**src/interval_timer_pkg.sv**
```systemverilog
// constants and types shared by the interval timer
package interval_timer_pkg;
   // ==========================================================
   // port addresses
   localparam logic [7:0] CTRL_WORD_OFS = 8'h26;
   localparam logic [7:0] CTR_DATA_OFS [0:2] = '{8'h20, 8'h22, 8'h24};
   // ==========================================================
   // control word fields
   localparam int SEL_POS = 6;
   localparam int SEQ_POS = 4;
   localparam int MODE_POS = 1;
   localparam int BCD_POS = 0;
   localparam logic [1:0] SEL_ILLEGAL = 2'h3;
   localparam logic [1:0] SEQ_LATCH = 2'h0;
   localparam logic [1:0] SEQ_LSB = 2'h1;
   localparam logic [1:0] SEQ_MSB = 2'h2;
   localparam logic [1:0] SEQ_BOTH = 2'h3;
   localparam logic [2:0] MODE_TC = 3'h0;
   localparam logic [2:0] MODE_ONESHOT = 3'h1;
   localparam logic [2:0] MODE_RATE = 3'h2;
   localparam logic [2:0] MODE_SQUARE = 3'h3;
   localparam logic [2:0] MODE_SW_STROBE = 3'h4;
   localparam logic [2:0] MODE_HW_STROBE = 3'h5;
   // ==========================================================
   // reset values
   localparam logic [15:0] COUNT_RST = 16'h0000;
   localparam logic [1:0] SEQ_RST = SEQ_LSB;
   localparam logic [7:0] RDATA_RST = 8'h00;
   localparam logic OUT_RST = 1'b1;
   // ==========================================================
   // timing: counting clock up to 5 MHz against a 125 MHz clock
   localparam int CLK_MHZ = 125;
   localparam int CTR_CLK_MAX_MHZ = 5;
   localparam int CTR_CLK_MIN_CYC =
      (CLK_MHZ + CTR_CLK_MAX_MHZ - 1) / CTR_CLK_MAX_MHZ;
   typedef enum logic [1:0] {ST_IDLE, ST_ARMED, ST_RUN} cnt_state_t;
endpackage

```
**src/interval_timer_control.sv**
```systemverilog
// interval timer: three counters behind a byte-wide port interface
`timescale 1ns/1ps
`default_nettype none

// ==========================================================
// one counter channel
module counter_unit
   import interval_timer_pkg::*;
(
   input wire logic clock_i,
   input wire logic rst_n_i,
   // host side
   input wire logic ctrl_wr_i,
   input wire logic [7:0] ctrl_i,
   input wire logic data_wr_i,
   input wire logic data_rd_i,
   input wire logic [7:0] wdata_i,
   output logic [7:0] rd_byte_o,
   // counting side
   input wire logic tick_i,
   input wire logic gate_i,
   input wire logic gate_rise_i,
   output logic out_o
);
   logic [2:0] mode_ff, nxt_mode;
   logic [1:0] seq_ff, nxt_seq;
   logic bcd_ff, nxt_bcd;
   logic [15:0] cr_ff, nxt_cr, count_ff, nxt_count, latch_ff, nxt_latch;
   logic latched_ff, nxt_latched, wr_hi_ff, nxt_wr_hi;
   logic rd_hi_ff, nxt_rd_hi, load_ff, nxt_load, out_ff, nxt_out;
   cnt_state_t state_ff, nxt_state;
   logic [15:0] rd_src;
   logic [2:0] wmode;
   logic trig_mode;

   function automatic logic [15:0] dec1(input logic [15:0] v,
                                        input logic bcd);
      logic [15:0] r;
      logic borrow;
      r = v - 16'h0001;
      if (bcd) begin
         r = v;
         borrow = 1'b1;
         for (int i = 0; i < 4; i++) begin
            if (borrow) begin
               // 0000 wraps to 9999, never into hex digits
               if (r[i*4 +: 4] == 4'h0) begin
                  r[i*4 +: 4] = 4'h9;
               end else begin
                  r[i*4 +: 4] = r[i*4 +: 4] - 4'h1;
                  borrow = 1'b0;
               end
            end
         end
      end
      return r;
   endfunction

   // m1 set means mode 2 or 3 whatever m2 holds
   assign wmode = ctrl_i[MODE_POS+1] ? {1'b0, ctrl_i[MODE_POS +: 2]}
                                     : ctrl_i[MODE_POS +: 3];
   assign trig_mode = (mode_ff == MODE_ONESHOT) ||
                      (mode_ff == MODE_HW_STROBE);
   assign rd_src = latched_ff ? latch_ff : count_ff;
   assign rd_byte_o = ((seq_ff == SEQ_MSB) ||
                       ((seq_ff == SEQ_BOTH) && rd_hi_ff)) ?
                      rd_src[15:8] : rd_src[7:0];
   assign out_o = out_ff;

   always_comb begin
      nxt_mode = mode_ff;
      nxt_seq = seq_ff;
      nxt_bcd = bcd_ff;
      nxt_cr = cr_ff;
      nxt_count = count_ff;
      nxt_latch = latch_ff;
      nxt_latched = latched_ff;
      nxt_wr_hi = wr_hi_ff;
      nxt_rd_hi = rd_hi_ff;
      nxt_load = load_ff;
      nxt_out = out_ff;
      nxt_state = state_ff;
      // counting on each rising edge of the counter clock
      if (tick_i) begin
         case (state_ff)
            ST_IDLE: begin
               if (load_ff && !trig_mode) begin
                  nxt_count = cr_ff;
                  nxt_load = 1'b0;
                  nxt_state = ST_RUN;
               end
            end
            ST_RUN: begin
               if (mode_ff == MODE_RATE || mode_ff == MODE_SQUARE) begin
                  if (!gate_i) begin
                     nxt_out = 1'b1;
                  end else if (mode_ff == MODE_RATE) begin
                     nxt_out = (count_ff != 16'h0002);
                     nxt_count = (count_ff == 16'h0001) ? cr_ff :
                                 dec1(count_ff, bcd_ff);
                  end else if (count_ff <= 16'h0002) begin
                     // odd reloads keep the extra half-period tick in both halves
                     nxt_count = cr_ff;
                     nxt_out = ~out_ff;
                  end else begin
                     nxt_count = dec1(dec1(count_ff, bcd_ff), bcd_ff);
                  end
               end else if (gate_i || trig_mode) begin
                  nxt_count = dec1(count_ff, bcd_ff);
                  if (mode_ff == MODE_TC || mode_ff == MODE_ONESHOT) begin
                     if (count_ff == 16'h0001) begin
                        nxt_out = 1'b1;
                     end
                  end else begin
                     nxt_out = (count_ff != 16'h0001);
                  end
               end
            end
            default: ;
         endcase
      end
      if (gate_rise_i && trig_mode && state_ff != ST_IDLE) begin
         nxt_count = cr_ff;
         nxt_state = ST_RUN;
         nxt_out = (mode_ff != MODE_ONESHOT);
      end
      // host writes win over counting
      if (ctrl_wr_i) begin
         if (ctrl_i[SEQ_POS +: 2] == SEQ_LATCH) begin
            if (!latched_ff) begin
               nxt_latch = count_ff;
               nxt_latched = 1'b1;
               nxt_rd_hi = 1'b0;
            end
         end else begin
            nxt_seq = ctrl_i[SEQ_POS +: 2];
            nxt_mode = wmode;
            nxt_bcd = ctrl_i[BCD_POS];
            nxt_wr_hi = 1'b0;
            nxt_rd_hi = 1'b0;
            nxt_latched = 1'b0;
            nxt_load = 1'b0;
            nxt_state = ST_IDLE;
            nxt_out = (wmode != MODE_TC);
         end
      end else if (data_wr_i) begin
         case (seq_ff)
            SEQ_LSB: nxt_cr = {8'h00, wdata_i};
            SEQ_MSB: nxt_cr = {wdata_i, 8'h00};
            default: begin
               if (wr_hi_ff) begin
                  nxt_cr[15:8] = wdata_i;
               end else begin
                  nxt_cr[7:0] = wdata_i;
               end
               nxt_wr_hi = ~wr_hi_ff;
            end
         endcase
         if (seq_ff != SEQ_BOTH || wr_hi_ff) begin
            nxt_load = 1'b1;
            if (trig_mode) begin
               nxt_state = (state_ff == ST_RUN) ? ST_RUN : ST_ARMED;
            end else if (mode_ff == MODE_TC || mode_ff == MODE_SW_STROBE ||
                         state_ff != ST_RUN) begin
               // rate modes keep running and pick up the value at reload
               nxt_state = ST_IDLE;
               nxt_out = (mode_ff != MODE_TC);
            end
         end
      end else if (data_rd_i) begin
         if (seq_ff == SEQ_BOTH) begin
            nxt_rd_hi = ~rd_hi_ff;
         end
         if (seq_ff != SEQ_BOTH || rd_hi_ff) begin
            nxt_latched = 1'b0;
         end
      end
   end

   always_ff @(posedge clock_i or negedge rst_n_i) begin
      if (!rst_n_i) begin
         mode_ff <= MODE_TC;
         seq_ff <= SEQ_RST;
         bcd_ff <= 1'b0;
         cr_ff <= COUNT_RST;
         count_ff <= COUNT_RST;
         latch_ff <= COUNT_RST;
         latched_ff <= 1'b0;
         wr_hi_ff <= 1'b0;
         rd_hi_ff <= 1'b0;
         load_ff <= 1'b0;
         out_ff <= OUT_RST;
         state_ff <= ST_IDLE;
      end else begin
         mode_ff <= nxt_mode;
         seq_ff <= nxt_seq;
         bcd_ff <= nxt_bcd;
         cr_ff <= nxt_cr;
         count_ff <= nxt_count;
         latch_ff <= nxt_latch;
         latched_ff <= nxt_latched;
         wr_hi_ff <= nxt_wr_hi;
         rd_hi_ff <= nxt_rd_hi;
         load_ff <= nxt_load;
         out_ff <= nxt_out;
         state_ff <= nxt_state;
      end
   end

   logic quiet;
   assign quiet = !ctrl_wr_i && !data_wr_i && !data_rd_i;
endmodule

// ==========================================================
// Summary of operation
// - three separate programmable 16-bit down counters.
// - each counter clock may run from DC to 5 MHz.
// - control word configures each counter on its own into six modes.
// - data ports at 0x20, 0x22, 0x24, control at 0x26, byte wide.
// - bits 7:6 pick counter 0, 1 or 2; code 11 is illegal.
// - bits 5:4 pick latch, low only, high only, or low then high.
// - bits 3:1 pick the mode; top bit ignored for modes 2 and 3.
// - bit 0 picks binary or four-digit BCD counting.
// - binary covers 0 to 65535, BCD covers 0 to 9999.
// - modes: terminal count, one-shot, rate, square wave, two strobes.
module interval_timer_control
   import interval_timer_pkg::*;
(
   // clock and reset
   input wire logic clock_i,
   input wire logic arst_n_i,
   // host byte port
   input wire logic [7:0] addr_i,
   input wire logic wr_i,
   input wire logic rd_i,
   input wire logic [7:0] wdata_i,
   output logic [7:0] rdata_o,
   // counter pins
   input wire logic [2:0] ctr_clk_i,
   input wire logic [2:0] gate_i,
   output logic [2:0] timer_out_o
);
   logic [1:0] rst_sync_ff;
   logic rst_n;
   logic [2:0] clk_s1_ff, clk_s2_ff, clk_s3_ff;
   logic [2:0] gate_s1_ff, gate_s2_ff, gate_s3_ff;
   logic [7:0] rdata_ff, nxt_rdata;
   logic [2:0] ctrl_wr, data_wr, data_rd;
   logic [7:0] rd_byte [0:2];
   logic ctrl_hit;

   always_ff @(posedge clock_i or negedge arst_n_i) begin
      if (!arst_n_i) begin
         rst_sync_ff <= 2'h0;
      end else begin
         rst_sync_ff <= {rst_sync_ff[0], 1'b1};
      end
   end
   assign rst_n = rst_sync_ff[1];

   // ==========================================================
   // pin synchronisers; 125 MHz sampling resolves a 5 MHz clock
   always_ff @(posedge clock_i or negedge rst_n) begin
      if (!rst_n) begin
         clk_s1_ff <= 3'h0;
         clk_s2_ff <= 3'h0;
         clk_s3_ff <= 3'h0;
         gate_s1_ff <= 3'h0;
         gate_s2_ff <= 3'h0;
         gate_s3_ff <= 3'h0;
      end else begin
         clk_s1_ff <= ctr_clk_i;
         clk_s2_ff <= clk_s1_ff;
         clk_s3_ff <= clk_s2_ff;
         gate_s1_ff <= gate_i;
         gate_s2_ff <= gate_s1_ff;
         gate_s3_ff <= gate_s2_ff;
      end
   end

   // ==========================================================
   // address decode
   assign ctrl_hit = wr_i && (addr_i == CTRL_WORD_OFS);
   always_comb begin
      nxt_rdata = rdata_ff;
      if (rd_i) begin
         nxt_rdata = RDATA_RST;
      end
      for (int k = 0; k < 3; k++) begin
         // code 11 matches no counter
         ctrl_wr[k] = ctrl_hit &&
                      (wdata_i[SEL_POS +: 2] == 2'(k));
         data_wr[k] = wr_i && (addr_i == CTR_DATA_OFS[k]);
         data_rd[k] = rd_i && (addr_i == CTR_DATA_OFS[k]);
         if (data_rd[k]) begin
            nxt_rdata = rd_byte[k];
         end
      end
   end

   always_ff @(posedge clock_i or negedge rst_n) begin
      if (!rst_n) begin
         rdata_ff <= RDATA_RST;
      end else begin
         rdata_ff <= nxt_rdata;
      end
   end
   assign rdata_o = rdata_ff;

   for (genvar k = 0; k < 3; k++) begin : g_ctr
      counter_unit u_ctr (
         .clock_i(clock_i),
         .rst_n_i(rst_n),
         .ctrl_wr_i(ctrl_wr[k]),
         .ctrl_i(wdata_i),
         .data_wr_i(data_wr[k]),
         .data_rd_i(data_rd[k]),
         .wdata_i(wdata_i),
         .rd_byte_o(rd_byte[k]),
         .tick_i(clk_s2_ff[k] && !clk_s3_ff[k]),
         .gate_i(gate_s2_ff[k]),
         .gate_rise_i(gate_s2_ff[k] && !gate_s3_ff[k]),
         .out_o(timer_out_o[k])
      );
   end
endmodule

`default_nettype wire

```
**config.mk**
```make
export PLATFORM = sky130hd
export DESIGN_NAME = interval_timer_control
export DESIGN_NICKNAME = d
export VERILOG_FILES = /design/src/interval_timer_pkg.sv /design/src/interval_timer_control.sv
export SDC_FILE = /design/constraint.sdc
export NUM_CORES = 1
export LEC_CHECK = 0
export BUFFER_PORTS_ARGS = -buffer_cell sky130_fd_sc_hd__buf_4
export CAP_MARGIN = 10
export CORE_MARGIN = 3
export CORE_UTILIZATION = 35
export CTS_CLUSTER_SIZE = 30
export DETAILED_ROUTE_END_ITERATION = 12
export PLACE_DENSITY = 0.56
export SETUP_SLACK_MARGIN = 0.2
export SLEW_MARGIN = 20
export SYNTH_ARGS = -nofsm -noshare
export SYNTH_HDL_FRONTEND = slang
export SYNTH_SLANG_ARGS = --single-unit
```
**constraint.sdc**
```tcl
create_clock -name clock_i -period 6.9 [get_ports clock_i]
set_input_delay 1.38 -clock clock_i [delete_from_list [all_inputs] [get_ports clock_i]]
set_output_delay 1.38 -clock clock_i [all_outputs]
set_load 0.005 [all_outputs]
```
==> run summary, run 1 <==
Status -> finished, final reports clean
DP Wirelength -> 40600 um
Synth Area in Simple Gates -> 23.4%
Switching Fraction -> 43.1%
I/O Pins -> 37
# H-tree levels -> 1
Die width -> 225 um
Peak supply drop -> 0.221 mV
Synth top area cells -> dfrtp_1 30%, o21ai_0 5.7%, nand2_1 5.6%
Routed wire length per instance -> 21.9 um
P_int -> 0.00334 W
ANT nets after route -> 0
Max Cap Viol -> 0
Seq pwr share -> 30.4%
Post-Synth Adder-Cell Area -> 1.71%
CORE AREA -> 47100 um2
Clock share of power -> 25.8%
Final min period -> 4.18 ns
Die Span Y -> 225 um
Post-synth ARST share -> 100%
Synth-to-layout area growth -> 9.14%
Cells after synthesis -> 2080
Via count -> 16.2k
Synth Net Count -> 2129
Final worst-path cycle share -> 60.6%
Dpl ws -> 2.07 ns
Post-CTS Resized -> 0
Worst-path clk slew -> 0.06 ns
GP Congestion -> 0.928
TritonCTS clock tree -> done
Detail-routed via count per cell -> 6.15
Crit Path Max Fanout -> 16
Placed Cells -> 2577
Antenna violations before repair -> 0
Total setup buffers inserted after CTS -> 0
DRC -> 0
Layout cell share with drive strength beyond 1 -> 13.1%
CTS Buf Count -> 26
Largest net degree at the start of global routing -> 194
Hold Path Class -> flop to async pin
Slew HR -> 23.9%
Filler cells -> 4803
Lkg Pwr -> 7.29 nW
Clock Sinks -> 211
Post-CTS Hold Buffers -> 0
Tot GR Track Use -> 22.0%
TritonRoute pass-1 iters -> 5
Post-synth EDFFs -> 0
Setup Skew -> 0.0169 ns
Grt total ovfl -> 0
Clk Latency, worst-skew pair -> 0.54 ns
Fin cells -> 2626
Vias in the first global route -> 14.9k
P per Cell Area -> 320 nW/um2
Drt total wl -> 57500 um
Top FF cell, synth -> dfrtp_1
Complex-gate fraction of the synthesized area -> 25.5%
# diodes -> 0
Syn avg cell area -> 8.10 um2
Achievable Freq -> 239 MHz
Yosys top cell by area -> dfrtp_1
Gate power share -> 43.8%
Post-synthesis cell type count -> 99
Longest Clk Path Bufs -> 3
Final Power -> 0.00587 W
Unrepaired setup endpoints after global routing -> no
Worst-margin pin slew -> 1.14 ns
Layout Nets -> 2048
Setup total negative slack -> 0 ns
Die ar. -> 50800 um2
Worst EP required -> 7.33 ns
Starting density of the core -> 35.8%
Global-route wire length before repair -> 89200 um
Sequential share of the synthesized area -> 31.4%
Crit path kind -> flop to flop
CP arrival -> 4.60 ns
Initial DRC Count -> 1698
Mux cell area share after synthesis -> 9.22%
Fin. Hold Viols -> 0
CP startpoint kind -> flop
Yosys warns -> 0
Yosys reg bits -> 211
PortBufs -> 36
Yosys top cell area share -> 30.5%
Max-slew violations -> 0
Final setup fails -> 0
Main combinational cell family by area after synthesis -> compound AO/OA/AOI/OAI gates
Net Switching -> 0.00253 W
Xor/xnor share of the synthesized area -> 3.43%
Post-Syn Area -> 16800 um2
Rows -> 79
Crit end category -> flop
Final worst slack -> 2.72 ns
CTS root buffer -> clkbuf_16
-- cell usage after synthesis (46+ instances only) --
master    instances
a21oi_1         107
clkbuf_1        134
xnor2_1          46
nor2_1          153
mux2_2           70
dfrtp_1         205
inv_1            61
nand2_1         252
nand3_1          59
nor3_1           59
o21ai_0         193
-- critical path, stage by stage (launching register included) --
cell,delay (ns)
dfrtp_1,0.65
inv_1,0.20
ha_1,0.40
mux2i_1,0.38
or3_1,0.22
nor4bb_1,0.87
nand3_1,0.43
or2_2,0.40
nand3_1,0.08
nand3_1,0.12
a221o_1,0.32
-- layer usage --
| metal | global-route usage (%) | vias to the layer above | wire, um |
|---|---|---|---|
| li1 | - | 7537 | - |
| met1 | 31.7 | 7855 | 25900 |
| met2 | 34.1 | 670 | 25600 |
| met3 | 4.29 | 88 | 4700 |
| met4 | 5.39 | 0 | 1350 |
| met5 | 0 | - | 0 |
-- cells in the final DEF, fill, tap and decap left out, types with 12 or more instances in the layout --
master	count
inv_1	61
o21ai_1	13
and3_1	16
buf_4	58
nand2b_1	34
dfrtp_1	204
nor3_1	59
or2_2	21
a211oi_1	20
o31ai_1	24
nand3_1	59
and2_1	20
nand4_1	24
o22ai_1	32
nor2b_1	18
a31oi_1	34
o31a_1	12
nand2_1	252
xor2_1	20
mux2_2	70
ha_1	23
nor2_1	153
or4_1	17
a21o_1	12
nor4_1	25
xnor2_1	46
clkbuf_16	27
mux4_2	24
o21ai_0	192
o21a_1	20
or3_1	23
o211ai_1	17
nand3b_1	12
mux2i_1	21
a21oi_1	107
a22oi_1	13
-- flip-flops by register name (all words and copies together), names as in the netlist, 6 cells and up --
register	flops
g_ctr.u_ctr.mode_ff	9
g_ctr.u_ctr.seq_ff	6
g_ctr.u_ctr.cr_ff	48
g_ctr.u_ctr.state_ff	6
g_ctr.u_ctr.latch_ff	48
rdata_o	8
g_ctr.u_ctr.count_ff	48
-- stage by stage --
step	cell area [um2]	util, %	hold slack (ns)
after global placement	17400	36.9	0.203
after detailed placement	17400	37.0	0.207
final	18400	39.1	0.200
after CTS	18300	39.0	0.211
after global routing	18400	39.1	0.222
after floorplan	16800	-	0.331
-- cells by family after synthesis --
group,Yosys count
and+or+nand+nor,782
AOI/OAI and AO/OA,651
buffers and inverters,230
DFF,211
muxes,116
xor gates and xnor gates,66
adders and majority gates,23
other,1
-- path summary, 6_finish.rpt --
check | start | endpoint | slack, ns | depth (start not counted)
max | g_ctr[1].u_ctr.count_ff[0] | g_ctr[1].u_ctr.count_ff[10] | 2.72 | 10
min | rst_sync_ff[1] | g_ctr[2].u_ctr.count_ff[10] | 0.20 | 0
max reg2reg | g_ctr[1].u_ctr.count_ff[0] | g_ctr[1].u_ctr.count_ff[10] | 2.72 | 10
min reg2reg | rst_sync_ff[1] | g_ctr[2].u_ctr.count_ff[10] | 0.20 | 0
max in group asynchronous | rst_sync_ff[1] | g_ctr[2].u_ctr.count_ff[5] | 5.37 | 2
min in group clock_i | clk_s1_ff[1] | clk_s2_ff[1] | 0.34 | 0
-- power groups by stage --
stage | clock network, W | logic, W | registers [W]
floorplan | 0 | 0.00213 | 0.00147
global placement | 0 | 0.00248 | 0.00179
detailed placement | 0 | 0.00250 | 0.00179
CTS | 0.00156 | 0.00251 | 0.00177
global route | 0.00160 | 0.00281 | 0.00181
finish | 0.00152 | 0.00257 | 0.00179
-- final cells by class --
type	count	area (um2)	share of cell area, %
Tap cell	607	759	4.13
Clock inverter	12	213	1.16
Inverter	61	229	1.25
Multi-Input combinational cell	1639	10700	58.1
Sequential cell	211	5290	28.8
Clock buffer	36	729	3.97
Timing Repair Buffer	60	483	2.63
(Power assumes the default switching activity.)
==> run 2, diff against run 1 <==
- PLACE_DENSITY: 0.56 -> 0.57
- clock period: 6.9 -> 3.55 ns (I/O delays scaled with it)
==> run 2 against run 1 <==
Setup slack got worse by 2.3 ns; sequential power is 75% higher; final area grew 4.2%; highest routed layer unchanged; sequential cell count is the same; utilization up 1.6 points; clock power grew 99%; global-route usage is 0.66 points higher; clock skew is 0.0042 ns higher.
==> run summary, run 2 (synthesized netlist as in run 1, its figures left out) <==
Status -> finished, final reports clean
Synth-to-layout area growth -> 13.7%
Clk Latency, worst-skew pair -> 0.56 ns
CTS Buf Count -> 27
Final core utilization -> 40.7%
Filler cells -> 4771
Drt total wl -> 59200 um
Cell count of the worst hold path -> 1
Final setup fails -> 0
Most common cell after layout, fill and taps aside -> nand2_1
Die Span Y -> 225 um
Crit end category -> flop
# H-tree levels -> 1
Setup total negative slack -> 0 ns
Die ar. -> 50800 um2
Initial DRC Count -> 2089
Slowest CP cell -> or4_1
Layout Nets -> 2142
Global-route wire length before repair -> 91700 um
Max-slew violations -> 0
Antenna violations before repair -> 0
Biggest regs -> g_ctr.u_ctr.count_ff: 48 flops, g_ctr.u_ctr.cr_ff: 48 flops, g_ctr.u_ctr.latch_ff: 48 flops
Most frequent cells in the layout -> 252 x nand2_1, 204 x dfrtp_1, 191 x o21ai_0, 153 x nor2_1, 150 x buf_4
Layout cell share with drive strength beyond 1 -> 17.6%
CP peak stage delay -> 0.50 ns
Routed wire length per instance -> 21.8 um
Hold path endpoint -> clk_s1_ff[2]
PortBufs -> 36
Crit Reg-Reg Endpoint -> g_ctr[2].u_ctr.count_ff[10]
Fin. Hold Viols -> 0
Final min period -> 3.15 ns
Reg2Reg Depth -> 10
Hold Path Class -> input port to flop
CP Cell Sequence -> inv_1, ha_2, or3b_4, or4_1, mux2i_2, nor2_2, and4_1, o21ai_0, a31oi_1, a311o_1
Grt total ovfl -> 0
Rows -> 79
Tot GR Track Use -> 22.7%
I/O Pins -> 37
DRC -> 0
CORE AREA -> 47100 um2
Peak supply drop -> 0.425 mV
Starting density of the core -> 35.8%
Max Cap Viol -> 0
R2r startpoint -> g_ctr[2].u_ctr.count_ff[1]
Detail-routed via count per cell -> 6.16
Worst-path clk slew -> 0.07 ns
Worst EP required -> 3.99 ns
CP startpoint kind -> flop
CP arrival -> 3.59 ns
Largest net degree at the start of global routing -> 67
Final Power -> 0.0119 W
TritonRoute pass-1 iters -> 7
HP Start -> ctr_clk_i[2]
Final worst-path cycle share -> 88.7%
Longest Clk Path Bufs -> 3
Unrepaired setup endpoints after global routing -> no
Reg2reg setup slack -> 0.40 ns
Lkg Pwr -> 7.77 nW
TritonCTS clock tree -> done
Top cell family by delay on the critical path -> simple AND/OR/NAND/NOR gates
CTS root buffer -> clkbuf_16
Clock Sinks -> 211
Via count -> 16.8k
Hold_ws -> 0.258 ns
Achievable Freq -> 318 MHz
Die width -> 225 um
Crit Path Max Fanout -> 11
Setup Skew -> 0.0211 ns
Slew HR -> 30.2%
Crit path kind -> flop to flop
P per Cell Area -> 622 nW/um2
ANT nets after route -> 0
Crit path buf inv count -> 1
Worst-margin pin slew -> 1.04 ns
DP Wirelength -> 43500 um
GP Congestion -> 0.988
Vias in the first global route -> 15.5k
[run 2: cell count changes in the layout (fill, tap and decap cells not counted), moves of 2 or more]
cell / before / now
clkbuf_1: 7 / 1
inv_6: 0 / 3
nor3_2: 0 / 2
clkinvlp_4: 1 / 6
nor4_1: 25 / 22
buf_4: 58 / 150
nor3_4: 2 / 0
ha_2: 0 / 2
clkinv_2: 5 / 3
nor4_2: 3 / 6
ha_1: 23 / 21
[run 2: how the worst max path moves through the flow]
stage | start | to | depth (start not counted)
6_report | g_ctr[2].u_ctr.count_ff[1] | g_ctr[2].u_ctr.count_ff[10] | 10
5_1_grt | g_ctr[1].u_ctr.count_ff[1] | g_ctr[1].u_ctr.count_ff[14] | 11
4_1_cts | g_ctr[2].u_ctr.count_ff[1] | g_ctr[2].u_ctr.count_ff[10] | 10
3_5_place_dp | g_ctr[2].u_ctr.count_ff[1] | g_ctr[2].u_ctr.count_ff[10] | 10
3_3_place_gp | g_ctr[2].u_ctr.count_ff[1] | g_ctr[2].u_ctr.count_ff[10] | 10
2_1_floorplan | g_ctr[1].u_ctr.count_ff[0] | g_ctr[1].u_ctr.count_ff[7] | 12
[run 2: worst reg2reg max path, delay by kind of cell, from the launching register on]
kind | cells | cell delay (ns)
DFF | 1 | 0.37
buffers and inverters | 1 | 0.13
muxes | 1 | 0.29
AOI/OAI and AO/OA | 3 | 0.63
and+or+nand+nor | 4 | 1.32
adders and majority gates | 1 | 0.28
[run 2: layout make-up]
cell class	count	area [um2]	share of cell area [%]
Clock inverter	20	273	1.42
Sequential cell	211	5290	27.6
Timing Repair Buffer	153	1180	6.14
Antenna cell	1	2.50	0.0131
Inverter	61	229	1.20
Multi-Input combinational cell	1639	10700	55.9
Tap cell	607	759	3.97
Clock buffer	30	707	3.69
[run 2: timing repair]
| item | CTS | global route |
|---|---|---|
| endpoints found under the hold margin | 2 | 0 |
| gates resized for setup | 0 | 14 |
| endpoints found under the setup margin | 0 | 18 |
| hold buffers | 1 | 0 |
| setup buffers | 0 | 0 |
[run 2: stage by stage]
step                      instances  area, um2  worst slack [ns]
after floorplan                2080      16800             0.345
after global placement         2670      18100             0.325
after detailed placement       2670      18100             0.245
after CTS                      2721      19100             0.247
after global routing           2721      19100             0.200
final                          2722      19100             0.402
[run 2: layer usage]
metal / vias up / wire, um / track usage [%]
met4: 0 / 1700 / 6.31
met5: - / 0 / 0
met1: 8147 / 26400 / 32.4
met3: 118 / 4790 / 4.03
met2: 778 / 26300 / 35.3
li1: 7732 / - / -
[run 2: report_power, final]
group	internal [W]	switching (W)	total, W
combinational	0.00232	0.00342	0.00575
sequential	0.00263	0.000501	0.00313
clock	0.00182	0.00121	0.00303
==> run 3, diff against run 2 <==
- CTS_BUF_LIST: default -> sky130_fd_sc_hd__clkbuf_8
==> run 3 against run 2 <==
Fmax down 0.22%; power down 3.8%; worst hold slack worse by 0.032 ns; global-route usage up 0.27 points; first-iteration DRC count down 7.8%; sequential power about the same; highest routed layer unchanged; setup slack worse by 0.0069 ns; register-to-register slack about the same; routed wire length up 0.84%; combinational power about the same.
==> run summary, run 3 (synthesized netlist as in run 1, its figures left out) <==
Status -> finished, final reports clean
P per Cell Area -> 602 nW/um2
Worst-margin pin slew -> 1.03 ns
Worst-path clk slew -> 0.07 ns
CTS Buf Count -> 41
Global-route wire length before repair -> 92200 um
Clk Latency, worst-skew pair -> 0.59 ns
Most frequent cells in the layout -> 252 x nand2_1, 204 x dfrtp_1, 191 x o21ai_0, 153 x nor2_1, 150 x buf_4
DRC -> 0
Tot GR Track Use -> 23.0%
Final min period -> 3.16 ns
Die Span Y -> 225 um
Crit path from -> g_ctr[0].u_ctr.count_ff[2]
Largest net degree at the start of global routing -> 67
CTS root buffer -> clkbuf_8
Synth-to-layout area growth -> 12.9%
Rows -> 79
Placed Cells -> 2670
R2r startpoint -> g_ctr[0].u_ctr.count_ff[2]
Crit path kind -> flop to flop
Hold Path Class -> input port to flop
TritonRoute pass-1 iters -> 8
Drt total wl -> 59700 um
Clock Sinks -> 211
Starting density of the core -> 35.8%
Initial DRC Count -> 1927
Peak supply drop -> 0.421 mV
# H-tree levels -> 2
Crit Reg-Reg Endpoint -> g_ctr[0].u_ctr.count_ff[10]
Via count -> 16.8k
TritonCTS clock tree -> done
PortBufs -> 36
DP Wirelength -> 43500 um
CP arrival -> 3.59 ns
CORE AREA -> 47100 um2
GP Congestion -> 0.988
Most common cell after layout, fill and taps aside -> nand2_1
Fin. Hold Viols -> 0
Achievable Freq -> 317 MHz
Reg2Reg Depth -> 8
Antenna violations before repair -> 0
Fin cells -> 2747
CP startpoint kind -> flop
Hold_ws -> 0.226 ns
Layout cell share with drive strength beyond 1 -> 18.0%
Final setup fails -> 0
Layout Nets -> 2156
Vias in the first global route -> 15.7k
Final core utilization -> 40.4%
Detail-routed via count per cell -> 6.13
Slew HR -> 30.8%
Reg2reg setup slack -> 0.39 ns
Die width -> 225 um
Setup total negative slack -> 0 ns
Worst EP required -> 3.99 ns
Total setup buffers inserted after CTS -> 0
Grt total ovfl -> 0
Unrepaired setup endpoints after global routing -> no
CP endpoint -> g_ctr[0].u_ctr.count_ff[10]
Routed wire length per instance -> 21.7 um
Max-slew violations -> 0
I/O Pins -> 37
Max Cap Viol -> 0
# diodes -> 0
Longest Clk Path Bufs -> 3
Crit end category -> flop
Cell count of the worst hold path -> 1
Setup Skew -> 0.0309 ns
ANT nets after route -> 0
Die ar. -> 50800 um2
Final worst-path cycle share -> 88.9%
Lkg Pwr -> 7.80 nW
Crit Path Max Fanout -> 16
Biggest regs -> g_ctr.u_ctr.count_ff: 48 flops, g_ctr.u_ctr.cr_ff: 48 flops, g_ctr.u_ctr.latch_ff: 48 flops
run 3: cell count changes in the layout (fill, tap and decap cells not counted), moves of 3 or more:
cell	delta
clkinv_2	+6
inv_6	-3
inv_1	+14
clkinvlp_4	-5
clkbuf_8	+48
bufinv_16	-3
clkbuf_16	-27
run 3: worst max-delay path: stages (launching register included):
cell and delay (ns):
dfrtp_1 0.59, or4_1 0.64, nor3_1 0.28, xnor2_1 0.29
a21boi_1 0.29, and3_1 0.22, mux2_2 0.35, mux2i_2 0.21
o32ai_1 0.13
run 3: stage by stage:
stage               setup slack (ns)  power, W  instance area, um2
finish                         0.395    0.0114               19000
global route                   0.194    0.0121               19000
floorplan                      0.345   0.00700               16800
global placement               0.325   0.00867               18100
CTS                            0.244    0.0113               19000
detailed placement             0.245   0.00868               18100
run 3: cell type report:
cell class                 count  area, um2
fill                        4818      28000
multi-input combinational   1639      10700
sequential                   211       5290
timing repair buffer         153       1180
tap                          607        759
clock buffer                  50        688
inverter                      61        229
clock inverter                26        165
run 3: power by group:
| group | switching, W | total [W] | internal [W] |
|---|---|---|---|
| clock network | 0.00115 | 0.00258 | 0.00142 |
| registers | 0.000505 | 0.00313 | 0.00263 |
| logic | 0.00342 | 0.00574 | 0.00232 |
| total | 0.00508 | 0.0114 | 0.00637 |
run 3: how the worst min path moves through the flow:
stage / startpoint / endpoint
4_1_cts: ctr_clk_i[0] / clk_s1_ff[0]
3_5_place_dp: clk_s1_ff[1] / clk_s2_ff[1]
2_1_floorplan: clk_s1_ff[0] / clk_s2_ff[0]
6_report: ctr_clk_i[0] / clk_s1_ff[0]
3_3_place_gp: rst_sync_ff[0] / rst_sync_ff[1]
5_1_grt: ctr_clk_i[0] / clk_s1_ff[0]
run 3: what timing repair did:
item / CTS / global route
hold buffers: 1 / 0
endpoints found under the hold margin: 2 / 0
setup endpoints to repair: 0 / 19
resized for setup: 0 / 14
run 3: routing by layer:
metal | wire length [um] | vias to the layer above | part of all wire [%] | GRT usage, %
met3 | 5230 | 122 | 8.8 | 5.29
met2 | 26500 | 774 | 44 | 35.5
met4 | 1520 | 0 | 2.5 | 6.68
li1 | - | 7769 | - | -
met5 | 0 | - | 0 | 0
met1 | 26500 | 8175 | 44 | 32.1
